### src/logic/regmon_pkg.sv
package regmon_pkg;
    // register byte offsets
    localparam logic [8:0] OFS_CTRL   = 9'h114;
    localparam logic [8:0] OFS_LIN_LO = 9'h115;
    localparam logic [8:0] OFS_LIN_HI = 9'h116;
    localparam logic [8:0] OFS_BUCK   = 9'h117;
    localparam logic [8:0] OFS_IRQ_ST = 9'h118;
    localparam logic [8:0] OFS_IRQ_CL = 9'h119;
    localparam logic [8:0] OFS_IRQ_EN = 9'h11a;
    localparam logic [8:0] OFS_IDX12  = 9'h11e;
    localparam logic [8:0] OFS_IDX3   = 9'h11f;
    // control field positions
    localparam int HOLD_LSB = 6;
    localparam int MODE_LSB = 4;
    localparam int DEB_BIT  = 3;
    localparam int RES_BIT  = 2;
    localparam int THR_LSB  = 0;
    localparam int IDX2_LSB = 4;
    // reset values
    localparam logic [7:0] CTRL_RST = 8'h00;
    localparam logic [7:0] EN_RST   = 8'h00;
    // writable masks (reserved bits read zero)
    localparam logic [7:0] LIN_HI_MASK = 8'h07;
    localparam logic [7:0] BUCK_MASK   = 8'hfc;
    localparam logic [7:0] IDX12_MASK  = 8'h77;
    localparam logic [7:0] IDX3_MASK   = 8'h07;
    // status bit of the monitor event
    localparam int EVT_BIT = 0;
    // regulators: linear 0..10, bucks 11..16
    localparam int NREG = 17;
    localparam int NCH  = 3;
    // shift for the base deviation window (one quarter)
    localparam int THR_BASE_SHIFT = 2;
    // modes
    typedef enum logic [1:0] {
        MODE_LOCKOUT = 2'b00,
        MODE_NORMAL  = 2'b01,
        MODE_BURST   = 2'b10,
        MODE_RSVD    = 2'b11
    } mode_e;
    // one finished measurement from a converter channel
    typedef struct packed {
        logic       done;
        logic [7:0] value;
        logic [7:0] target;
    } meas_s;
    // register port bundle
    typedef struct packed {
        logic [8:0] addr;
        logic [7:0] wdata;
        logic       wr;
        logic       rd;
    } regreq_s;
endpackage

### src/logic/regulator_voltage_monitor.sv
// Overview of operation
// - holdoff compare 0/1/2/4 measurements after enable
// - mode 00: fault raises event, irq, shutdown
// - mode 01: event on every finished measurement
// - mode 10: event after channel three slot
// - debounce bit requires repeated out-of-range
// - reset output on fault when enabled, unmasked
// - window 25, 12.5, 6.25, 3.125 percent
// - 0x115 bit n watches linear n+1
// - 0x116 bits 0..2 watch linear 9..11
// - 0x117 bits 2..7 watch the six bucks
// - channel one index codes report last regulator
// - channel two index codes report last regulator
// - channel three index codes report last regulator
`timescale 1ns/1ps
module regulator_voltage_monitor
    import regmon_pkg::*;
(
    // clock and reset
    input  wire logic              clk,
    input  wire logic              nrst,
    // register port
    input  wire regreq_s           reg_req,
    output logic [7:0]             reg_rdata,
    // regulator state and shutdown
    input  wire logic [NREG-1:0]   reg_on,
    output logic [NREG-1:0]        shutdown_req,
    // converter channels
    output logic [NCH-1:0]         meas_req,
    output logic [NCH-1:0][2:0]    meas_sel,
    input  wire meas_s [NCH-1:0]   meas_in,
    // system outputs
    output logic                   interrupt_out_n,
    output logic                   reset_out_n
);

    // map channel and index code to regulator number (17 = none)
    // reserved codes land on the spare eligibility bit, which stays clear
    function automatic logic [4:0] code_reg(input int ch, input logic [2:0] code);
        logic [4:0] r;
        r = 5'd17;
        case (ch)
            0: case (code)
                3'h1: r = 5'd11;
                3'h2: r = 5'd12;
                3'h3: r = 5'd13;
                3'h4: r = 5'd2;
                3'h5: r = 5'd3;
                3'h6: r = 5'd10;
                default: r = 5'd17;
            endcase
            1: case (code)
                3'h1: r = 5'd14;
                3'h2: r = 5'd15;
                3'h3: r = 5'd16;
                3'h4: r = 5'd0;
                3'h5: r = 5'd1;
                3'h6: r = 5'd4;
                default: r = 5'd17;
            endcase
            default: case (code)
                3'h1: r = 5'd5;
                3'h2: r = 5'd6;
                3'h3: r = 5'd7;
                3'h4: r = 5'd8;
                3'h5: r = 5'd9;
                default: r = 5'd17;
            endcase
        endcase
        return r;
    endfunction

    // next eligible code after cur, wrapping; 0 if none
    // search starts past cur so regulators on one channel take turns
    // seven steps visit every code, cur itself included
    function automatic logic [2:0] next_code(input int ch, input logic [2:0] cur,
                                             input logic [NREG:0] elig);
        logic [2:0] c;
        logic [2:0] n;
        n = 3'h0;
        c = cur;
        for (int i = 0; i < 7; i++) begin
            c = (c == 3'h6) ? 3'h1 : 3'(c + 3'h1);
            if (n == 3'h0 && elig[code_reg(ch, c)]) begin
                n = c;
            end
        end
        return n;
    endfunction

    // software registers
    // reserved bits are masked on write, so they read back as zero
    logic [7:0]  ctrl_q;                  // delay, mode, debounce, reset, window
    logic [7:0]  lin_lo_q;                // linear one..eight watch
    logic [7:0]  lin_hi_q;                // linear nine..eleven watch
    logic [7:0]  buck_q;                  // buck watch
    logic [7:0]  irq_st_q;                // sticky status
    logic [7:0]  irq_en_q;                // status enable (event mask)
    logic [2:0]  idx_q [NCH];             // last measured code per channel
    logic [2:0]  cur_q [NCH];             // code being measured
    logic [NREG-1:0]      reg_on_q;       // for enable edges
    logic [NREG-1:0][2:0] hold_q;         // measurements left before compare
    logic [NREG-1:0]      bad_q;          // previous result out of range
    logic [NREG-1:0]      shut_q;         // shutdown pulses
    logic        rst_q;                   // reset output request
    logic [7:0]  rdata_q;                 // read data

    // decoded fields
    mode_e       mode;
    logic [1:0]  hold_sel;
    logic [1:0]  thr_sel;
    logic        deb_on;
    logic        res_on;
    logic [NREG-1:0] watch;
    logic [NREG:0]   elig;
    logic        wr_clr;

    assign mode     = mode_e'(ctrl_q[MODE_LSB +: 2]);
    assign hold_sel = ctrl_q[HOLD_LSB +: 2];
    assign thr_sel  = ctrl_q[THR_LSB +: 2];
    assign deb_on   = ctrl_q[DEB_BIT];
    assign res_on   = ctrl_q[RES_BIT];
    // clear strobe for the sticky status, decoded once
    assign wr_clr   = reg_req.wr && reg_req.addr == OFS_IRQ_CL;

    // watch enables gathered by regulator number
    assign watch = {buck_q[7:2],
                    lin_hi_q[2:0],
                    lin_lo_q};
    // regulators that may be measured; bit 17 is "none"
    assign elig  = {1'b0, watch & reg_on};

    // holdoff count loaded on a regulator turning on
    // the top code waits four measurements, not three
    function automatic logic [2:0] hold_load(input logic [1:0] sel);
        case (sel)
            2'b00:   return 3'd0;
            2'b01:   return 3'd1;
            2'b10:   return 3'd2;
            default: return 3'd4;
        endcase
    endfunction

    // out of range: |value - target| above target >> (2 + window)
    // nine-bit difference keeps the borrow out of the compare
    // a deviation equal to the limit still counts as in range
    function automatic logic out_of_range(input meas_s m, input logic [1:0] sel);
        logic [8:0] diff;
        logic [7:0] lim;
        diff = (m.value >= m.target) ? {1'b0, m.value} - {1'b0, m.target}
                                     : {1'b0, m.target} - {1'b0, m.value};
        lim  = m.target >> (THR_BASE_SHIFT + int'(sel));
        return diff > {1'b0, lim};
    endfunction

    // per-channel result decoding
    // a done without a request is dropped here
    // limitation: debounce looks back one compared result only
    logic [NCH-1:0]      fin;          // accepted measurement
    logic [NCH-1:0][4:0] fin_reg;      // its regulator
    logic [NCH-1:0]      fin_fault;    // confirmed fault
    always_comb begin
        for (int c = 0; c < NCH; c++) begin
            fin[c]       = meas_req[c] && meas_in[c].done;
            fin_reg[c]   = code_reg(c, cur_q[c]);
            fin_fault[c] = 1'b0;
            if (fin[c] && fin_reg[c] < 5'(NREG)) begin
                // compare only once holdoff expired
                if (hold_q[fin_reg[c]] == 3'd0 &&
                    out_of_range(meas_in[c], thr_sel)) begin
                    // debounce wants two in a row
                    fin_fault[c] = !deb_on || bad_q[fin_reg[c]];
                end
            end
        end
    end

    // event sources by mode
    // the reserved mode still runs range checks; it raises no event, but faults still reach the reset output
    logic evt;
    logic any_fault;
    assign any_fault = |fin_fault;
    always_comb begin
        case (mode)
            MODE_LOCKOUT: evt = any_fault;
            MODE_NORMAL:  evt = |fin;
            MODE_BURST:   evt = fin[2];
            default:      evt = 1'b0;  // reserved code raises no event
        endcase
    end

    // control and enable registers
    // index fields are written in the sequencer block, not here
    always_ff @(posedge clk or negedge nrst) begin
        if (!nrst) begin
            ctrl_q   <= CTRL_RST;
            lin_lo_q <= EN_RST;
            lin_hi_q <= EN_RST;
            buck_q   <= EN_RST;
            irq_en_q <= EN_RST;
        end else if (reg_req.wr) begin
            case (reg_req.addr)
                OFS_CTRL:   ctrl_q   <= reg_req.wdata;
                OFS_LIN_LO: lin_lo_q <= reg_req.wdata;
                OFS_LIN_HI: lin_hi_q <= reg_req.wdata & LIN_HI_MASK;
                OFS_BUCK:   buck_q   <= reg_req.wdata & BUCK_MASK;
                OFS_IRQ_EN: irq_en_q <= reg_req.wdata;
                default: ;
            endcase
        end
    end

    // sticky status; a new event wins over a clear
    // so software clearing in the event's cycle never loses it
    always_ff @(posedge clk or negedge nrst) begin
        if (!nrst) begin
            irq_st_q <= 8'h00;
        end else begin
            irq_st_q <= (irq_st_q & ~(wr_clr ? reg_req.wdata : 8'h00))
                        | (8'(evt) << EVT_BIT);
        end
    end

    // channel sequencers and index fields
    // a regulator that drops out is left at once, not waited on
    always_ff @(posedge clk or negedge nrst) begin
        if (!nrst) begin
            for (int c = 0; c < NCH; c++) begin
                idx_q[c] <= 3'h0;
                cur_q[c] <= 3'h0;
            end
        end else begin
            for (int c = 0; c < NCH; c++) begin
                // idle or current one dropped out: find another
                if (!elig[code_reg(c, cur_q[c])] || fin[c]) begin
                    cur_q[c] <= next_code(c, cur_q[c], elig);
                end
                if (fin[c]) begin
                    idx_q[c] <= cur_q[c];
                end
            end
            // software writes to the index fields, measurement wins
            if (reg_req.wr && reg_req.addr == OFS_IDX12) begin
                if (!fin[0]) idx_q[0] <= reg_req.wdata[2:0];
                if (!fin[1]) idx_q[1] <= reg_req.wdata[IDX2_LSB +: 3];
            end
            if (reg_req.wr && reg_req.addr == OFS_IDX3 && !fin[2]) begin
                idx_q[2] <= reg_req.wdata[2:0];
            end
        end
    end

    // measurement requests follow the current code
    // a level, falling as soon as the regulator turns off
    always_comb begin
        for (int c = 0; c < NCH; c++) begin
            meas_req[c] = cur_q[c] != 3'h0 && elig[code_reg(c, cur_q[c])];
            meas_sel[c] = cur_q[c];
        end
    end

    // holdoff counters and debounce history per regulator
    // turning off and on again restarts holdoff and history
    always_ff @(posedge clk or negedge nrst) begin
        if (!nrst) begin
            reg_on_q <= '0;
            hold_q   <= '0;
            bad_q    <= '0;
        end else begin
            reg_on_q <= reg_on;
            for (int r = 0; r < NREG; r++) begin
                if (reg_on[r] && !reg_on_q[r]) begin
                    hold_q[r] <= hold_load(hold_sel);
                    bad_q[r]  <= 1'b0;
                end
            end
            for (int c = 0; c < NCH; c++) begin
                if (fin[c] && fin_reg[c] < 5'(NREG)) begin
                    if (hold_q[fin_reg[c]] != 3'd0) begin
                        hold_q[fin_reg[c]] <= 3'(hold_q[fin_reg[c]] - 3'd1);
                    end else begin
                        bad_q[fin_reg[c]] <= out_of_range(meas_in[c], thr_sel);
                    end
                end
            end
        end
    end

    // shutdown pulses in lockout mode only
    // one pulse per fault; the regulator itself latches the off state
    always_ff @(posedge clk or negedge nrst) begin
        if (!nrst) begin
            shut_q <= '0;
        end else begin
            shut_q <= '0;
            if (mode == MODE_LOCKOUT) begin
                for (int c = 0; c < NCH; c++) begin
                    if (fin_fault[c]) shut_q[fin_reg[c]] <= 1'b1;
                end
            end
        end
    end
    assign shutdown_req = shut_q;

    // reset output: needs both the enable and an unmasked fault
    // a masked fault thus never resets the system
    always_ff @(posedge clk or negedge nrst) begin
        if (!nrst) begin
            rst_q <= 1'b0;
        end else begin
            rst_q <= any_fault && res_on && irq_en_q[EVT_BIT];
        end
    end
    assign reset_out_n = !rst_q;

    // interrupt line, level while an enabled bit is set
    assign interrupt_out_n = !(|(irq_st_q & irq_en_q));

    // read data, one cycle after the strobe; unmapped reads zero
    // zero outside the answer cycle so a stale byte never looks valid
    always_ff @(posedge clk or negedge nrst) begin
        if (!nrst) begin
            rdata_q <= 8'h00;
        end else if (reg_req.rd) begin
            case (reg_req.addr)
                OFS_CTRL:   rdata_q <= ctrl_q;
                OFS_LIN_LO: rdata_q <= lin_lo_q;
                OFS_LIN_HI: rdata_q <= lin_hi_q;
                OFS_BUCK:   rdata_q <= buck_q;
                OFS_IRQ_ST: rdata_q <= irq_st_q;
                OFS_IRQ_EN: rdata_q <= irq_en_q;
                OFS_IDX12:  rdata_q <= {1'b0, idx_q[1], 1'b0, idx_q[0]};
                OFS_IDX3:   rdata_q <= {5'h00, idx_q[2]};
                default:    rdata_q <= 8'h00;
            endcase
        end else begin
            rdata_q <= 8'h00;
        end
    end
    assign reg_rdata = rdata_q;

endmodule

### config.mk
export PLATFORM = sky130hd
export DESIGN_NAME = regulator_voltage_monitor
export DESIGN_NICKNAME = d
export VERILOG_FILES = /design/src/logic/regmon_pkg.sv /design/src/logic/regulator_voltage_monitor.sv
export SDC_FILE = /design/constraint.sdc
export NUM_CORES = 1
export LEC_CHECK = 0
export ABC_AREA = 1
export BUFFER_PORTS_ARGS = -buffer_cell sky130_fd_sc_hd__buf_2
export CAP_MARGIN = 0
export CORE_MARGIN = 2
export CORE_UTILIZATION = 30
export CTS_BUF_LIST = sky130_fd_sc_hd__clkbuf_4 sky130_fd_sc_hd__clkbuf_8
export DETAILED_ROUTE_END_ITERATION = 8
export HOLD_SLACK_MARGIN = 0.15
export PLACE_DENSITY = 0.5
export SETUP_SLACK_MARGIN = 0.1
export SKIP_CTS_REPAIR_TIMING = 1
export SYNTH_ARGS = -nofsm -noshare
export SYNTH_HDL_FRONTEND = slang
export SYNTH_SLANG_ARGS = --single-unit
### constraint.sdc
create_clock -name clk -period 7.9 [get_ports clk]
set_input_delay 0 -clock clk [delete_from_list [all_inputs] [get_ports clk]]
set_output_delay 0 -clock clk [all_outputs]
set_load 0.1 [all_outputs]
==> results.ini, run 1 <==
[routing]
top_layer_used = met4
postRouteAntennaNets = 0
met3RoutedLength_um = 4783
detailroute.via_count = 19330
initialDrtViolationCount = 1945
detail_route.drc_violations = 0
route.final.wire_length_um = 74790
wl_met1_um = 33620
dr.pass1.iters = 5
routedWlPerCell_um = 21.07
vias_per_cell = 5.445
wl_met2_um = 34270

[synthesis]
avgSynthCellArea_um2 = 6.464
ys_seq_elements = 170
yosysUniqueCellTypes = 72
seq_area_frac_synth_pct = 24.92
synth_async_sr_flop_share_pct = 100.0
synth-warning-count = 0
most_used_flip_flop_cell_after_synthesis = dfrtp_1
synth-edff-count = 0
syn-num-nets = 2819
gate_count_after_technology_mapping = 2641
synth_area_um2 = 17070

[finish]
final_common_cell = nand2_1
final_nets = 2960
area_growth_pct = 13.40
layout.cells.most_common_list = nand2_1, inv_1, o21ai_0
antenna-diode-count = 0
post_route_cells_drive_above_1_share_pct = 12.38

[worst_setup_path]
timing.reg2reg.worst_path_depth = 19
reg_to_reg_critical_path_startpoint = meas_sel[7]
worstSetupStartpointType = register
worstPathRequired_ns = 8.39
crit_path_end_kind = register
crit_path_max_fanout = 18
setup.worst_path.class = reg2reg
arrival_ns = 6.24
regToRegSetupSlack_ns = 2.15
worstReg2RegEnd = irq_st_q[0]

[clock_tree]
cts_buffers = 17
ctsRootBufferMaster = clkbuf_8
cts_max_path_buffers = 2
clkSlewWorstSetupHoldPaths_ns = 0.10
ctsHtreeMaxLevel = 4
clock-sinks = 170
cts_tree = yes
insertion_delay_to_the_later_sink_of_the_worst_skew_pair_ns = 0.59

[worst_hold_path]
hp-class = in2async

[outcome]
status = complete, no violations

[timing]
worst_pin_slew_ns = 1.252
final_max_slew_viol_count = 0
fin_worst_skew_ns = 0.02150
tns_ns = 0
hold_viol_final = 0
final_setup_viols = 0
slew-limit-headroom_pct = 15.62
unrepaired_setup_endpoints_after_global_routing = false
clock.fmax_mhz = 173.9
period_needed_ns = 5.749
min_period_over_period_pct = 72.77

[placement]
gp_congestion = 0.9774
hpwlAfterDp_um = 58870
port_buffers = 127

[grt]
grt_antenna_before_repair = 0
pin_count_of_the_biggest_net_entering_global_routing = 100
gr-total-overflow = 0
via_count_of_the_first_global_routing_pass = 17920
groute.usage.overall_pct = 24.85
global_route_wire_length_before_repair_um = 111700

[job]
maximum_capacitance_violations = 0

[floorplan]
io-pin-count = 128
core_region_area_um2 = 56280
initial_core_util_pct = 30.34
vertical_die_dimension_um = 242.6
core.rowCount = 87
die_area_um2 = 58830
die_width_um = 242.6

through the flow:
| stage | std cells | hold WS [ns] | instance area [µm²] | utilization, % | setup slack, ns |
|---|---|---|---|---|---|
| global placement | 3464 | 0.1744 | 18420 | 32.73 | 2.519 |
| CTS | 3495 | -0.4813 | 18810 | 33.42 | 2.291 |
| global route | 3550 | 0.1523 | 19360 | 34.40 | 1.868 |
| floorplan | 2641 | -0.2956 | 17070 | - | 3.033 |
| detailed placement | 3464 | 0.1696 | 18420 | 32.73 | 2.365 |
| finish | 3550 | 0.08593 | 19360 | 34.40 | 2.151 |
routing by layer:
| metal | vias up | global-route usage, % |
|---|---|---|
| met5 | - | 0 |
| met4 | 0 | 8.315 |
| met3 | 116 | 3.977 |
| met2 | 739 | 40.36 |
| met1 | 9276 | 33.46 |
| li1 | 9198 | - |
synthesized netlist by cell type (4+ instances only):
cell type	number	area share, %
a2111oi_0	4	0.21
a211oi_1	11	0.48
a21oi_1	144	4.2
a221oi_1	9	0.46
a22oi_1	15	0.66
a31oi_1	23	0.84
buf_1	5	0.11
buf_2	15	0.44
buf_4	5	0.22
buf_6	4	0.26
clkbuf_1	43	0.95
clkinv_1	7	0.15
dfrtp_1	170	25
fa_1	6	0.70
ha_1	83	6.1
inv_1	375	8.2
inv_2	58	1.3
mux2i_1	13	0.76
nand2_1	543	12
nand2_2	35	1.3
nand2_4	4	0.26
nand3_1	180	5.3
nand3_2	5	0.29
nand3b_1	4	0.18
nand4_1	13	0.48
nor2_1	238	5.2
nor2_2	25	0.92
nor2_4	10	0.66
nor3_1	18	0.53
o2111ai_1	4	0.21
o211ai_1	96	4.2
o21ai_0	277	8.1
o21ai_1	25	0.73
o221ai_1	26	1.3
o22ai_1	64	2.3
o31ai_1	6	0.26
xnor2_1	4	0.21
xor2_1	10	0.51
how the worst max path moves through the flow:
stage,start,end,slack (ns),cells past startpoint
floorplan,meas_sel[5],meas_sel[5],3.03,32
global placement,meas_sel[7],irq_st_q[0],2.52,20
detailed placement,meas_sel[7],irq_st_q[0],2.36,19
CTS,meas_sel[7],irq_st_q[0],2.29,19
global route,meas_sel[7],irq_st_q[0],1.87,19
finish,meas_sel[7],irq_st_q[0],2.15,19
cell families (layout without fill, tap and decap cells):
family | after synthesis | count (layout) | synth area share (%)
multiplexers | 16 | 16 | 0.9600
adder cells (fa/ha/maj) | 89 | 89 | 6.786
XOR/XNOR | 14 | 14 | 0.7182
flip-flops | 170 | 170 | 24.92
buffers and inverters | 517 | 670 | 11.87
AO/OA/AOI/OAI | 745 | 745 | 26.79
AND/OR/NAND/NOR | 1090 | 1090 | 27.96
area by class of cell:
class	count	area, µm²
timing repair buffer	194	1285
clock buffer	17	234.0
tap	756	945.9
inverter	445	1688
fill	6267	36920
multi-input combinational	1954	10800
clock inverter	14	156.4
sequential	170	4254
critical path, cell delays in order, from the launching register on:
cell      delay [ns]
dfrtp_1         0.55
inv_2           0.14
ha_1            0.39
nor3_2          0.09
nor2_1          0.55
clkinv_1        0.76
o22ai_1         0.38
nor3_1          0.07
o311ai_0        0.33
nor2_1          0.07
buf_4           0.20
inv_1           0.20
ha_1            0.21
ha_1            0.28
nand3_1         0.52
inv_1           0.32
nand3_1         0.12
inv_2           0.16
nor3_1          0.12
o211ai_1        0.19
registers in the layout, summed over array words and instances, names as in the netlist:
signal and cells:
hold_q 51, bad_q 17, irq_en_q 8, ctrl_q 8
shutdown_req 17, meas_sel 9, lin_hi_q 3, reg_rdata 8
buck_q 6, reg_on_q 17, irq_st_q 8, rst_q 1
idx_q 9, lin_lo_q 8
Power of run 1 is not shown: default switching activity piles up to over one toggle a cycle in this logic, so the estimate is an artifact.
==> run 2, diff against run 1 <==
--- a/config.mk
+++ b/config.mk
@@ -5,7 +5,7 @@
 export SDC_FILE = /design/constraint.sdc
 export NUM_CORES = 1
 export LEC_CHECK = 0
-export ABC_AREA = 1
+export ABC_AREA = 0
 export BUFFER_PORTS_ARGS = -buffer_cell sky130_fd_sc_hd__buf_2
 export CAP_MARGIN = 0
 export CORE_MARGIN = 2
@@ -13,7 +13,7 @@
 export CTS_BUF_LIST = sky130_fd_sc_hd__clkbuf_4 sky130_fd_sc_hd__clkbuf_8
 export DETAILED_ROUTE_END_ITERATION = 8
 export HOLD_SLACK_MARGIN = 0.15
-export PLACE_DENSITY = 0.5
+export PLACE_DENSITY = 0.49
 export SETUP_SLACK_MARGIN = 0.1
 export SKIP_CTS_REPAIR_TIMING = 1
 export SYNTH_ARGS = -nofsm -noshare
==> constraint.sdc (replaced) <==
create_clock -name clk -period 5.35 [get_ports clk]
set_input_delay 0 -clock clk [delete_from_list [all_inputs] [get_ports clk]]
set_output_delay 0 -clock clk [all_outputs]
set_load 0.1 [all_outputs]
==> run 2 against run 1 <==
Synthesized area rose by 6.3%. Clock skew about the same. Maximum frequency is 17% higher. Register-to-register slack got worse by 1.7 ns. Final cell count shrank 11%. Via count down 3.0%. Critical path depth increased by 1. First-iteration DRC count shrank 12%. Cell area is 6.4% higher. Worst hold slack better by 0.029 ns. Largest cell class unchanged. Highest routed layer unchanged.
==> results.ini, run 2 <==
[floorplan]
vertical_die_dimension_um = 250  ; +3.1%
io-pin-count = 128  ; unchanged
die_area_um2 = 62500  ; +6.2%
core_region_area_um2 = 60130  ; +6.8%
die_width_um = 250  ; +3.1%
core.rowCount = 90  ; +3.4%
initial_core_util_pct = 30.19  ; -0.14 points

[power_and_ir_drop]
power.density_nw_per_um2 = 553.1
ir_drop_uv = 249.2
power_leakage_nw = 8.574

[grt]
via_count_of_the_first_global_routing_pass = 17960  ; +0.18%
grt_antenna_before_repair = 1  ; +1
global_route_wire_length_before_repair_um = 113100  ; +1.3%
pin_count_of_the_biggest_net_entering_global_routing = 75  ; -25%
groute.usage.overall_pct = 23.61  ; -1.2 points
gr-total-overflow = 0  ; unchanged

[routing]
dr.pass1.iters = 5  ; unchanged
top_layer_used = met4
initialDrtViolationCount = 1704  ; -12%
met3RoutedLength_um = 4804  ; +0.44%
routedWlPerCell_um = 23.92  ; +14%
wl_met1_um = 33570  ; -0.17%
detailroute.via_count = 18760  ; -3.0%
detail_route.drc_violations = 0  ; unchanged
route.final.wire_length_um = 75850  ; +1.4%
vias_per_cell = 5.915  ; +8.6%
wl_met2_um = 34540  ; +0.80%
postRouteAntennaNets = 0  ; unchanged

[synthesis]
synthTopCellsByCount = nor2_1, nand2_1, a21oi_1
syn-num-nets = 2438  ; -14%
yosys.cell_count.top_type = nor2_1
synth-edff-count = 0  ; unchanged
ys_seq_elements = 170  ; unchanged
synth_async_sr_flop_share_pct = 100.0  ; unchanged
ys_top_cells_by_area = dfrtp_1, mux2i_1, ha_1
most_used_flip_flop_cell_after_synthesis = dfrtp_1
avgSynthCellArea_um2 = 8.033  ; +24%
synth_largest_type_area_fraction_pct = 23.43  ; -1.5 points
synth_area_um2 = 18150  ; +6.3%
yosysUniqueCellTypes = 95  ; +32%
gate_count_after_technology_mapping = 2260  ; -14%
yosysTopAreaCell = dfrtp_1
seq_area_frac_synth_pct = 23.43  ; -1.5 points
synth-warning-count = 0  ; unchanged

[timing]
slew-limit-headroom_pct = 25.08  ; +9.5 points
final_max_slew_viol_count = 0  ; unchanged
final_setup_viols = 0  ; unchanged
min_period_over_period_pct = 91.84  ; +19 points
clock.fmax_mhz = 203.5  ; +17%
period_needed_ns = 4.913  ; -0.8355 ns
tns_ns = 0  ; unchanged
fin_worst_skew_ns = 0.02139  ; -0.0001149 ns
timing.hold.ws_ns = 0.1148  ; +0.02886 ns
worst_pin_slew_ns = 1.115  ; -0.1372 ns
hold_viol_final = 0  ; unchanged
unrepaired_setup_endpoints_after_global_routing = false
setup_ws_ns = 0.4365  ; -1.715 ns

[finish]
fillCellCount = 6415  ; +2.4%
registers.top_by_ff_count = hold_q
area_growth_pct = 13.49  ; about the same
post_route_cells_drive_above_1_share_pct = 17.17  ; +4.8 points
flip_flop_count_of_the_largest_register_after_layout = 51  ; unchanged
final_cells = 3171  ; -11%
post-route-cell-area_um2 = 20600  ; +6.4%
layout.cells.most_common_list = nor2_1, nand2_1, a21oi_1
final_common_cell = nor2_1
final_nets = 2553  ; -14%

[clock_tree]
insertion_delay_to_the_later_sink_of_the_worst_skew_pair_ns = 0.56  ; -0.03 ns
ctsRootBufferMaster = clkbuf_8
cts_buffers = 17  ; unchanged
ctsHtreeMaxLevel = 4  ; unchanged
clock-sinks = 170  ; unchanged
clkSlewWorstSetupHoldPaths_ns = 0.10  ; about the same
cts_tree = yes
cts_max_path_buffers = 2  ; unchanged

[placement]
preCtsSetupSlack_ns = 0.4444  ; -1.920 ns
hpwlAfterDp_um = 57520  ; -2.3%
port_buffers = 127  ; unchanged
placedInstanceArea_um2 = 19840  ; +7.7%
gp_congestion = 0.9592  ; -1.9%
placedCellCount = 3101  ; -10%

[worst_setup_path]
setup.worst_path.class = reg2reg
critical_path.cell_chain = nand2_2 -> inv_2 -> ha_4 -> inv_2 -> nand2_2 -> ha_4 -> a21oi_2 -> inv_1 -> ha_2 -> nor2_1 -> o21ai_1 -> nand2_1 -> and3_1 -> a2111oi_1 -> or3_1 -> nor3_1 -> a211oi_1 -> o31a_1 -> nor4bb_1 -> o32ai_1
critPathMaxStageDelay_ns = 0.53  ; -0.23 ns
crit_path_max_fanout = 17  ; -1
arrival_ns = 5.34  ; -0.90 ns
worstPathRequired_ns = 5.78  ; -2.61 ns
crit_path_end_kind = register
crit_slowest_cell = dfrtp_4
worstSetupStartpointType = register

[outcome]
status = complete, no violations

[worst_hold_path]
hp-class = in2reg

[job]
maximum_capacitance_violations = 0  ; unchanged

run 2: changes by cell type after synthesis, sizes merged, moves of 35 or more:
cell    change
mux2       +78
o21ai     -151
nand3     -149
nor2b      +70
mux4       +43
o211ai     -73
clkbuf     +54
o22ai      -35
nand2     -377
inv       -333
nand2b     +43
mux2i     +119
run 2: cell type report:
| class | instances | area, µm² | share of cell area, % |
|---|---|---|---|
| diodes | 1 | 2.502 | 0.01215 |
| clock buffers | 20 | 256.5 | 1.245 |
| clock inverters | 12 | 116.4 | 0.5648 |
| inverters | 109 | 409.1 | 1.986 |
| multi-input cells | 1845 | 13020 | 63.19 |
| flip-flops and latches | 170 | 4279 | 20.77 |
| well taps | 782 | 978.4 | 4.749 |
| repair buffers | 232 | 1543 | 7.488 |
run 2: final timing paths:
| path | to | slack (ns) | cells after the start | from |
|---|---|---|---|---|
| min in group asynchronous | meas_sel[7] | 0.56 | 4 | nrst |
| worst max register to register | meas_sel[4] | 0.44 | 20 | meas_sel[3] |
| worst min register to register | irq_en_q[2] | 0.55 | 1 | irq_en_q[2] |
| worst max-delay path | meas_sel[4] | 0.44 | 20 | meas_sel[3] |
| max in group asynchronous | meas_sel[5] | 3.70 | 4 | nrst |
| worst min-delay path | reg_rdata[7] | 0.11 | 5 | reg_req[12] |
run 2: stage by stage:
| step | power, mW | utilization, % |
|---|---|---|
| 5_1_grt | 12.10 | 34.26 |
| 3_3_place_gp | 10.22 | 32.99 |
| 6_report | 11.40 | 34.26 |
| 3_5_place_dp | 10.22 | 32.99 |
| 2_1_floorplan | 7.864 | - |
| 4_1_cts | 11.20 | 33.61 |
run 2: kinds of logic after synthesis:
| family | count (synthesis) | synth area share, % |
|---|---|---|
| buf+inv | 245 | 5.300 |
| compound gates | 702 | 25.68 |
| mux | 256 | 17.64 |
| simple gates | 782 | 20.80 |
| flops | 170 | 23.43 |
| xor+xnor | 16 | 0.7719 |
| fa+ha+maj | 89 | 6.382 |
run 2: per-layer routing:
metal | vias up | GRT usage (%)
met5 | - | 0
met4 | 0 | 9.649
met3 | 155 | 4.151
met2 | 785 | 37.66
met1 | 9207 | 31.53
li1 | 8609 | -
run 2: report_power, final:
part | switching [mW] | leakage, nW | total [mW] | internal, mW
sequential | 0.263 | 2.29 | 1.76 | 1.50
clock | 0.556 | 0.194 | 0.944 | 0.388
combinational | 5.69 | 6.09 | 8.69 | 3.00
run 2: worst max-delay path: cells and delay by family, from the launching register on:
kind            cells  cell delay [ns]
simple gates        8             1.28
compound gates      6             1.66
buf+inv             3             0.22
fa+ha+maj           3             1.09
flops               1             0.53
Power figures use the tool's default switching activity.
==> run 3, diff against run 2 <==
--- a/config.mk
+++ b/config.mk
@@ -8,12 +8,12 @@
 export ABC_AREA = 0
 export BUFFER_PORTS_ARGS = -buffer_cell sky130_fd_sc_hd__buf_2
 export CAP_MARGIN = 0
-export CORE_MARGIN = 2
-export CORE_UTILIZATION = 30
+export CORE_MARGIN = 10
+export CORE_UTILIZATION = 40
 export CTS_BUF_LIST = sky130_fd_sc_hd__clkbuf_4 sky130_fd_sc_hd__clkbuf_8
 export DETAILED_ROUTE_END_ITERATION = 8
 export HOLD_SLACK_MARGIN = 0.15
-export PLACE_DENSITY = 0.49
+export PLACE_DENSITY = 0.63
 export SETUP_SLACK_MARGIN = 0.1
 export SKIP_CTS_REPAIR_TIMING = 1
 export SYNTH_ARGS = -nofsm -noshare
==> constraint.sdc (replaced) <==
create_clock -name clk -period 4.5 [get_ports clk]
set_input_delay 0 -clock clk [delete_from_list [all_inputs] [get_ports clk]]
set_output_delay 0 -clock clk [all_outputs]
set_load 0.1 [all_outputs]
==> run 3 against run 2 <==
Clock skew is 0.00098 ns higher. Cell area is 3.3% higher. Via count is 2.9% higher. Sequential power is 21% higher. Sequential share of layout area is 0.64 points lower. Highest routed layer unchanged.
==> results.ini, run 3 (synthesized netlist as in run 2, its figures left out) <==
[outcome]
status = complete, no violations

[worst_setup_path]
regToRegSetupSlack_ns = 0.13  ; -0.30 ns
reg_to_reg_critical_path_startpoint = meas_sel[4]
worstSetupStartpointType = register
worstReg2RegEnd = meas_sel[3]
worst_setup_path_startpoint = meas_sel[4]
critPathCapture = meas_sel[3]
setup.worst_path.class = reg2reg
crit_path_max_fanout = 8  ; -9
arrival_ns = 4.79  ; -0.55 ns
crit_path_end_kind = register
timing.reg2reg.worst_path_depth = 19  ; -5.0%
worstPathRequired_ns = 4.92  ; -0.86 ns

[grt]
grt_antenna_before_repair = 0  ; -1
gr-total-overflow = 0  ; unchanged
pin_count_of_the_biggest_net_entering_global_routing = 68  ; -9.3%
groute.usage.overall_pct = 26.00  ; +2.4 points
global_route_wire_length_before_repair_um = 110800  ; -2.1%
via_count_of_the_first_global_routing_pass = 18620  ; +3.7%

[floorplan]
die_area_um2 = 54310  ; -13%
vertical_die_dimension_um = 233.0  ; -6.8%
core_region_area_um2 = 45090  ; -25%
die_width_um = 233.0  ; -6.8%
core.rowCount = 78  ; -13%
io-pin-count = 128  ; unchanged
initial_core_util_pct = 40.27  ; +10 points

[routing]
dr.pass1.iters = 7  ; +2
detail_route.drc_violations = 0  ; unchanged
postRouteAntennaNets = 0  ; unchanged
vias_per_cell = 6.370  ; +7.7%
initialDrtViolationCount = 2277  ; +34%
routedWlPerCell_um = 24.20  ; +1.2%
detailroute.via_count = 19310  ; +2.9%
route.final.wire_length_um = 73360  ; -3.3%

[power_and_ir_drop]
power.density_nw_per_um2 = 705.7  ; +28%
ir_drop_uv = 539.4  ; +120%
p_total_mw = 15.02  ; +32%
power_leakage_nw = 8.880  ; +3.6%

[finish]
register_area_um2 = 4285  ; +0.15%
multiInputGateArea_um2 = 13500  ; +3.7%
final_nets = 2594  ; +1.6%
post-route-cell-area_um2 = 21290  ; +3.3%
post_route_cells_drive_above_1_share_pct = 21.53  ; +4.4 points
layout.cells.most_common_list = nor2_1, nand2_1, a21oi_1
registers.top_by_ff_count = hold_q
area_growth_pct = 17.24
flip_flop_count_of_the_largest_register_after_layout = 51  ; unchanged
final_util_pct = 47.21  ; +13 points
final_common_cell = nor2_1
fillCellCount = 4467  ; -30%

[timing]
period_needed_ns = 4.368  ; -0.5453 ns
final_setup_viols = 0  ; unchanged
worst_pin_slew_ns = 1.244  ; +0.1291 ns
fin_worst_skew_ns = 0.02236  ; +0.0009750 ns
hold_viol_final = 0  ; unchanged
slew-limit-headroom_pct = 16.99  ; -8.1 points
unrepaired_setup_endpoints_after_global_routing = true
timing.hold.ws_ns = 0.1194  ; +0.004610 ns
final_max_slew_viol_count = 0  ; unchanged
clock.fmax_mhz = 228.9  ; +12%
min_period_over_period_pct = 97.07  ; +5.2 points

[clock_tree]
ctsRootBufferMaster = clkbuf_8
ctsHtreeMaxLevel = 4  ; unchanged
cts_max_path_buffers = 2  ; unchanged
clock-sinks = 170  ; unchanged
cts_tree = yes
insertion_delay_to_the_later_sink_of_the_worst_skew_pair_ns = 0.53  ; -0.03 ns
cts_buffers = 17  ; unchanged
clkSlewWorstSetupHoldPaths_ns = 0.10  ; about the same

[job]
maximum_capacitance_violations = 0  ; unchanged

[placement]
hpwlAfterDp_um = 55680  ; -3.2%
placedInstanceArea_um2 = 20060  ; +1.1%
port_buffers = 127  ; unchanged
gp_congestion = 0.9816  ; +2.3%

[worst_hold_path]
hp-class = in2reg
hold_path_startpoint = reg_req[12]

## run 3: cell types whose count changed in the layout (fill, tap and decap cells not counted), sizes merged
cell / change
dlygate4sd3: -1
buf: +43
bufinv: +2
clkinvlp: +2
clkinv: -5
clkbuf: -3
diode: +1
inv: +3
## run 3: critical path, stage by stage (launching register included)
cell and delay (ns):
dfrtp_4 0.53, nand2_4 0.10, inv_4 0.05, ha_4 0.30, inv_6 0.04, nand2_4 0.07, ha_4 0.24, a21oi_4 0.15
inv_2 0.06, ha_4 0.32, buf_6 0.14, nand2_8 0.06, a22o_4 0.27, o311ai_4 0.07, o41ai_2 0.14, or3_4 0.44
a311o_1 0.36, o21bai_4 0.21, o311a_1 0.35, a311o_1 0.35
## run 3: cell type report
type	count	share of cell area, %
multi-input combinational	1845	63.43
sequential	170	20.13
timing repair buffer	273	8.835
tap	600	3.527
inverter	109	2.063
clock buffer	18	1.134
clock inverter	14	0.8582
antenna	2	0.02351
## run 3: worst min path at each step
stage | depth (start not counted) | end
global route | 5 | reg_rdata[7]
floorplan | 0 | bad_q[0]
detailed placement | 1 | meas_sel[6]
global placement | 1 | meas_sel[7]
finish | 5 | reg_rdata[7]
CTS | 1 | meas_sel[6]
## run 3: metrics by stage
step / TNS, ns / instances / setup slack, ns
floorplan: -1.148 / 2260 / -0.4744
detailed placement: -1.109 / 2940 / -0.1196
CTS: 0 / 2972 / 0.06644
global route: 0 / 3029 / 0.04306
finish: 0 / 3031 / 0.1318
global placement: 0 / 2940 / 0.006307
## run 3: metal layers
metal	GRT usage (%)	share of wire (%)	vias to the layer above
met5	0	0	-
met4	11.50	4.3	0
met3	4.300	8.7	176
met2	41.59	46	1090
met1	33.95	41	9347
li1	-	-	8693
## run 3: where the power goes
part	leakage, nW	total [mW]	internal [mW]	switching [mW]
clock network	0.216	1.25	0.569	0.677
registers	2.29	2.13	1.78	0.346
logic	6.38	11.6	4.41	7.23
total	8.88	15.0	6.77	8.25
